==> src/hdl/cfgw0_cfg.svh <==
/*
  Constants for the charger configuration word zero: command code, reset value and
  field positions. Assumes it is included once per compilation unit by its bare name.
*/
`ifndef CFGW0_CFG_SVH
`define CFGW0_CFG_SVH

`define CFGW0_ADDR          8'h12
`define CFGW0_RESET         16'he70e
`define CFGW0_BIT_LOWPWR    15
`define CFGW0_BIT_WDT_HI    14
`define CFGW0_BIT_WDT_LO    13
`define CFGW0_BIT_IIN_AUTO  12
`define CFGW0_BIT_REV_AGOOD 11
`define CFGW0_BIT_OOA       10
`define CFGW0_BIT_FREQ      9
`define CFGW0_BIT_STRONG    8
`define CFGW0_BIT_CMP_LATCH 7
`define CFGW0_BIT_IIN_EN    1
`define CFGW0_ZERO16        16'h0000

`endif

==> src/hdl/cfgw0_pkg.sv <==
/*
  Types shared by the configuration word zero block.
  Assumes the constants header is available on the include path.
*/
package cfgw0_pkg;
  typedef logic [15:0] cfgw0_word_t;
  typedef logic [7:0]  cfgw0_cmd_t;
endpackage

==> src/hdl/cfgw0_reg.sv <==
/*
  Charger configuration word zero: a 16-bit read/write register at command 12h behind
  the device's serial command port, plus the power-mode steering decoded from it.
  Assumes the serial protocol engine, on the same clock, presents one-cycle write and
  read strobes with the command code, that the auto-off event comes from logic on
  this clock, and that the adapter and comparator inputs are asynchronous levels.
*/
// Contract
// - Word at command 12h, read/write, resets to e70e.
// - Bit 15 set with battery only shuts regulator, alert, buffers, comparator, ADC.
// - Bit 15 clear with battery only: performance mode, blocks follow own settings.
// - In low power, comparator and low-power alert run when its enable is set.
// - Bit 10 clamps minimum burst frequency near 25 kHz, forward and reverse.
// - Bit 9 picks switching rate: 0 is 1200 kHz, 1 is 800 kHz.
// - Bit 8 at 0 gives strong high-side turn-on drive; 1 disables it.
// - Device clears input limit loop enable when auto-off turns loop off.
// - Latch enable set latches low comparator; toggling the bit clears it.
`timescale 1ns/1ns
`include "cfgw0_cfg.svh"

module cfgw0_reg
(
  // Clock and reset
  input  wire logic                  clock,
  input  wire logic                  sys_rst,
  // Command port from the serial engine
  input  wire logic                  wr_strobe,
  input  wire logic                  rd_strobe,
  input  wire cfgw0_pkg::cfgw0_cmd_t cmd,
  input  wire cfgw0_pkg::cfgw0_word_t wr_data,
  output logic                       rd_valid,
  output cfgw0_pkg::cfgw0_word_t     rd_data,
  // Power path and analogue status
  input  wire logic                  adapter_present,
  input  wire logic                  hot_alert_low_power_enable,
  input  wire logic                  hot_alert_cfg_enable,
  input  wire logic                  monitor_cfg_enable,
  input  wire logic                  comparator_cfg_enable,
  input  wire logic                  adc_cfg_enable,
  input  wire logic                  comparator_raw,
  input  wire logic                  input_limit_auto_off_event,
  // Controls to the power stage
  output logic                       internal_regulator_output,
  output logic                       hot_alert_on,
  output logic                       monitor_buffers_on,
  output logic                       comparator_on,
  output logic                       adc_on,
  output logic                       audio_band_avoid_enable,
  output logic                       switching_rate_select,
  output logic                       strong_gate_drive_disable,
  output logic                       input_limit_loop_enable,
  output logic                       comparator_output_pin,
  output logic [1:0]                 watchdog_period_adjust,
  output logic                       input_limit_auto_off,
  output logic                       reverse_mode_on_adapter_good
);
  import cfgw0_pkg::*;

  cfgw0_word_t word;
  cfgw0_word_t next_word;
  logic        cmp_latched;
  logic        next_cmp_latched;
  logic        rd_valid_q;
  logic        next_rd_valid;
  cfgw0_word_t rd_data_q;
  cfgw0_word_t next_rd_data;
  logic [4:0]  pwr_q;
  logic [4:0]  next_pwr;
  logic        low_power;
  logic        hit_wr;
  logic        next_cmp_pin;
  logic        adapter_sync_a;
  logic        adapter_sync_b;
  logic        cmp_sync_a;
  logic        cmp_sync_b;

  function automatic logic addr_hit(input cfgw0_cmd_t c);
    addr_hit = (c == `CFGW0_ADDR);
  endfunction

  assign hit_wr    = wr_strobe && addr_hit(cmd);

  // Adapter and comparator levels come from the analogue side, so two flops each keep
  // a metastable sample away from the mode decode and the latch. The comparator
  // stages reset high, its idle level, so leaving reset never looks like a trigger.
  always_ff @(posedge clock)
  begin
    if (sys_rst)
    begin
      adapter_sync_a <= 1'b0;
      adapter_sync_b <= 1'b0;
      cmp_sync_a     <= 1'b1;
      cmp_sync_b     <= 1'b1;
    end
    else
    begin
      adapter_sync_a <= adapter_present;
      adapter_sync_b <= adapter_sync_a;
      cmp_sync_a     <= comparator_raw;
      cmp_sync_b     <= cmp_sync_a;
    end
  end

  // Low power only takes effect on battery; a host that sets it with an adapter
  // present is tolerated, the bit simply has no effect until the adapter leaves.
  assign low_power = word[`CFGW0_BIT_LOWPWR] && !adapter_sync_b;

  always_comb
  begin
    next_word = word;
    if (hit_wr)
    begin
      next_word = wr_data;
    end
    // The auto-off event wins over a same-cycle host write of the enable bit.
    if (input_limit_auto_off_event)
    begin
      next_word[`CFGW0_BIT_IIN_EN] = 1'b0;
    end
  end

  always_comb
  begin
    next_cmp_latched = cmp_latched;
    if (!word[`CFGW0_BIT_CMP_LATCH])
    begin
      next_cmp_latched = 1'b0;
    end
    else if (!cmp_sync_b)
    begin
      next_cmp_latched = 1'b1;
    end
    // Writing the latch enable to 0 clears the held output on the next cycle.
    if (hit_wr && !wr_data[`CFGW0_BIT_CMP_LATCH])
    begin
      next_cmp_latched = 1'b0;
    end
    next_cmp_pin = next_cmp_latched ? 1'b0 : cmp_sync_b;
  end

  always_comb
  begin
    next_rd_valid = rd_strobe;
    next_rd_data  = `CFGW0_ZERO16;
    if (rd_strobe && addr_hit(cmd))
    begin
      next_rd_data = word;
    end
  end

  always_comb
  begin
    if (low_power)
    begin
      next_pwr[0] = 1'b0;
      next_pwr[1] = hot_alert_low_power_enable;
      next_pwr[2] = 1'b0;
      next_pwr[3] = hot_alert_low_power_enable;
      next_pwr[4] = 1'b0;
    end
    else
    begin
      next_pwr[0] = 1'b1;
      next_pwr[1] = hot_alert_cfg_enable;
      next_pwr[2] = monitor_cfg_enable;
      next_pwr[3] = comparator_cfg_enable;
      next_pwr[4] = adc_cfg_enable;
    end
  end

  always_ff @(posedge clock)
  begin
    if (sys_rst)
    begin
      word        <= `CFGW0_RESET;
      cmp_latched <= 1'b0;
      rd_valid_q  <= 1'b0;
      rd_data_q   <= `CFGW0_ZERO16;
      pwr_q       <= 5'h00;
    end
    else
    begin
      word        <= next_word;
      cmp_latched <= next_cmp_latched;
      rd_valid_q  <= next_rd_valid;
      rd_data_q   <= next_rd_data;
      pwr_q       <= next_pwr;
    end
  end

  // The pin is registered so that it leaves the block straight from a flip-flop.
  always_ff @(posedge clock)
  begin
    if (sys_rst)
    begin
      comparator_output_pin <= 1'b1;
    end
    else
    begin
      comparator_output_pin <= next_cmp_pin;
    end
  end

  assign rd_valid                     = rd_valid_q;
  assign rd_data                      = rd_data_q;
  assign internal_regulator_output    = pwr_q[0];
  assign hot_alert_on                 = pwr_q[1];
  assign monitor_buffers_on           = pwr_q[2];
  assign comparator_on                = pwr_q[3];
  assign adc_on                       = pwr_q[4];
  assign audio_band_avoid_enable      = word[`CFGW0_BIT_OOA];
  assign switching_rate_select        = word[`CFGW0_BIT_FREQ];
  assign strong_gate_drive_disable    = word[`CFGW0_BIT_STRONG];
  assign input_limit_loop_enable      = word[`CFGW0_BIT_IIN_EN];
  assign watchdog_period_adjust       = word[`CFGW0_BIT_WDT_HI:`CFGW0_BIT_WDT_LO];
  assign input_limit_auto_off         = word[`CFGW0_BIT_IIN_AUTO];
  assign reverse_mode_on_adapter_good = word[`CFGW0_BIT_REV_AGOOD];

  chk_write_then_read: assert property (@(posedge clock) disable iff (sys_rst)
    (hit_wr && !input_limit_auto_off_event) |=> (word == $past(wr_data)))
    else $error("write to word zero not stored");
  chk_lowpwr_regulator: assert property (@(posedge clock) disable iff (sys_rst)
    low_power |=> !internal_regulator_output && !adc_on)
    else $error("regulator or adc on in low power");
  chk_perf_regulator: assert property (@(posedge clock) disable iff (sys_rst)
    !low_power |=> internal_regulator_output && (adc_on == $past(adc_cfg_enable)))
    else $error("performance mode not followed");
  chk_lowpwr_comparator: assert property (@(posedge clock) disable iff (sys_rst)
    low_power |=> comparator_on == $past(hot_alert_low_power_enable))
    else $error("low power comparator wrong");
  chk_ooa_field: assert property (@(posedge clock) disable iff (sys_rst)
    hit_wr |=> audio_band_avoid_enable == $past(wr_data[`CFGW0_BIT_OOA]))
    else $error("burst clamp not updated");
  chk_rate_field: assert property (@(posedge clock) disable iff (sys_rst)
    hit_wr |=> switching_rate_select == $past(wr_data[`CFGW0_BIT_FREQ]))
    else $error("switching rate not updated");
  chk_drive_field: assert property (@(posedge clock) disable iff (sys_rst)
    hit_wr |=> strong_gate_drive_disable == $past(wr_data[`CFGW0_BIT_STRONG]))
    else $error("gate drive select not updated");
  chk_auto_off_clear: assert property (@(posedge clock) disable iff (sys_rst)
    input_limit_auto_off_event |=> !input_limit_loop_enable)
    else $error("loop enable not cleared");
  chk_cmp_latch_hold: assert property (@(posedge clock) disable iff (sys_rst)
    (cmp_latched && word[`CFGW0_BIT_CMP_LATCH] && !(hit_wr && !wr_data[`CFGW0_BIT_CMP_LATCH]))
      |=> !comparator_output_pin)
    else $error("latched comparator released");
endmodule

==> config.mk <==
export PLATFORM = sky130hd
export DESIGN_NAME = cfgw0_reg
export DESIGN_NICKNAME = d
export VERILOG_FILES = /design/src/hdl/cfgw0_pkg.sv /design/src/hdl/cfgw0_reg.sv
export VERILOG_INCLUDE_DIRS = /design/src /design/src/hdl
export SDC_FILE = /design/constraint.sdc
export NUM_CORES = 1
export LEC_CHECK = 0
export BUFFER_PORTS_ARGS = -buffer_cell sky130_fd_sc_hd__buf_2
export CAP_MARGIN = 0
export CORE_UTILIZATION = 30
export CTS_BUF_LIST = sky130_fd_sc_hd__clkbuf_8
export CTS_CLUSTER_SIZE = 20
export DETAILED_ROUTE_END_ITERATION = 10
export PLACE_DENSITY = 0.57
export SLEW_MARGIN = 25
export SYNTH_ARGS = -nofsm -noshare
export SYNTH_HDL_FRONTEND = slang
export SYNTH_SLANG_ARGS = --single-unit
==> constraint.sdc <==
create_clock -name clock -period 3.5 [get_ports clock]
set_input_delay 0.7 -clock clock [delete_from_list [all_inputs] [get_ports clock]]
set_output_delay 0.7 -clock clock [all_outputs]
set_load 0.1 [all_outputs]
==> qor.csv <==
metric;value;unit
share of the synthesized area in the top cell type;0.5770;
Synth area leader;dfxtp_1;
worst vdd ir;231.0;uV
Data arrival, critical path;2.26;ns
min cycle time layout;2.075;ns
Overall Power;0.9642;mW
Distinct cells, synth;26;
vias per cell;4.333;
io pins;67;
Seq/Total Area, Yosys;0.5770;
Worst EP required;3.69;ns
initial antenna violation count;0;
root buf cell;clkbuf_8;
power per cell area;479.3;mW/mm^2
unrepaired setup endpoints after global routing;false;
PostCTS Resize Cnt;0;
Max-Cap Viols;0;
vias in the first global route;1087;
Post-synth top cells;44 x dfxtp_1, 17 x nor2_1, 16 x and2_1;
FMAX;481.9;MHz
worst-margin pin slew;0.6444;ns
Synth area leaders;dfxtp_1 58%, and2_1 6.6%, mux2i_1 5.2%;
DRC;0;
CTS tree;built;
CTS clock-pin slew for the worst setup and hold paths;0.08;ns
largest net degree at the start of global routing;34;
area grow syn2layout;31.80;%
Ant. Diodes;0;
Core Area;0.004817;sq mm
Startpoint Class;input pin;
GPL Wtd Cong;0.7042;
fillcell total;502;
crit path kind;in -> reg;
hold buffer count at cts;0;
GRT overflow;0;
Antenna Nets Post-Route;0;
total CTS buffers;5;
static leakage;0.9175;nW
Setup TNS Final;0;ns
Die Span Y;73.33;um
ratio of cells with drive above 1 in the final layout;0.3868;
synthesis-stage register bit count;44;
WL/cell;11.31;um
H-tree depth;2;
clk_skew;0.002963;ns
Top FF cell, synth;dfxtp_1;
die width;73.33;um
post-DP HPWL;2208;um
IO buf count;66;
mapped cell area;0.001526;sq mm
DR pass1 iterations;4;
Synthesized Nets;182;
Async SR Flop Fraction;0;
first-pass GRT wire length;4981;um
count leader, synth;dfxtp_1;
status;finished, final reports clean;
worst-path fanout max;10;
GRT Total Usage;0.1252;
Slew Limit Fails;0;
Die Footprint;0.005377;sq mm
Final Setup Violations;0;
Post-Synthesis Cells;146;
clk sink count;44;
Final Hold Viols;0;
number of synthesized flops with an enable pin;0;
Final nets;247;
Skew-Pair Late Insertion Delay;0.30;ns
Max clock buf depth;2;
Tightest Hold Check Type;reg -> reg;
post-layout util;0.4177;
Row Count;25;
synthesized area per cell;10.46;sq um
vias;1209;
initial DRC count;97;
Starting Density;0.3169;
Post-CTS Setup Repair Bufs;0;
drt total wl;3156;um
Worst slew margin;0.5693;
nature of the critical path endpoint;flop;
part of the cycle the worst path needs;0.5928;
Ys Warns;0;
## through the flow
step | std cells | hold WS (ns) | setup slack, ns | instance area [sq um]
after global routing | 279 | 0.4227 | 1.369 | 2012
after floorplan | 146 | 0.3895 | 1.342 | 1526
final | 279 | 0.4150 | 1.425 | 2012
after global placement | 271 | 0.3957 | 1.127 | 1904
after CTS | 279 | 0.4152 | 1.426 | 2012
after detailed placement | 271 | 0.3954 | 1.119 | 1904
## kinds of logic after synthesis
kind of cell | after synthesis | synth area share
compound gates | 17 | 0.07377
buf+inv | 14 | 0.04672
flops | 44 | 0.5770
mux | 9 | 0.05984
simple gates | 62 | 0.2426
## where the power goes
part	internal, mW	total, mW	switching, mW	leakage, nW
logic	0.0244	0.0793	0.0549	0.501
clock network	0.209	0.377	0.168	0.0593
registers	0.506	0.508	0.00170	0.357
total	0.740	0.964	0.225	0.917
## final timing paths
path                                             from               endpoint  slack, ns  cells after the start
worst min-delay path            cmp_sync_a$_SDFF_PP1_  cmp_sync_b$_SDFF_PP1_       0.41                      1
worst min register to register  cmp_sync_a$_SDFF_PP1_  cmp_sync_b$_SDFF_PP1_       0.41                      1
worst max-delay path                           cmd[0]   word[7]$_SDFFE_PP0P_       1.43                      5
worst max register to register   word[7]$_SDFFE_PP0P_   word[7]$_SDFFE_PP0P_       2.62                      2
## worst max-delay path: stages
cell and delay, ns:
buf_2 0.11, or4b_1 0.70, nor3_2 0.16, buf_4 0.24, mux2_1 0.34
## cells in the final DEF, fill, tap and decap left out, drive strengths merged, types with 3 or more instances in the layout
| master | Yosys | routed |
|---|---|---|
| and2 | 16 | 16 |
| nand4 | 7 | 7 |
| o31ai | 6 | 6 |
| nor2b | 7 | 7 |
| a21oi | 8 | 8 |
| and3 | 3 | 3 |
| nand2 | 3 | 3 |
| dfxtp | 44 | 44 |
| inv | 4 | 5 |
| buf | 5 | 68 |
| clkbuf | 5 | 5 |
| mux2i | 8 | 8 |
| nor2 | 17 | 17 |
## layer usage
metal / up-vias / share of wire / track usage
li1: 623 / - / -
met1: 526 / 0.48 / 0.1602
met2: 52 / 0.41 / 0.1842
met3: 8 / 0.090 / 0.04664
met4: 0 / 0.018 / 0.06410
met5: - / 0 / 0
## final cells by class
type                            instances  area, sq um  area share
Sequential cell                        44        880.8      0.4378
Multi-Input combinational cell         88        579.3      0.2879
Timing Repair Buffer                   68        345.3      0.1716
Tap cell                               67        83.83     0.04167
Clock buffer                            5        68.82     0.03420
Clock inverter                          3        38.79     0.01928
Inverter                                4        15.01    0.007463
Note: power is estimated with default switching activity, not from simulation.
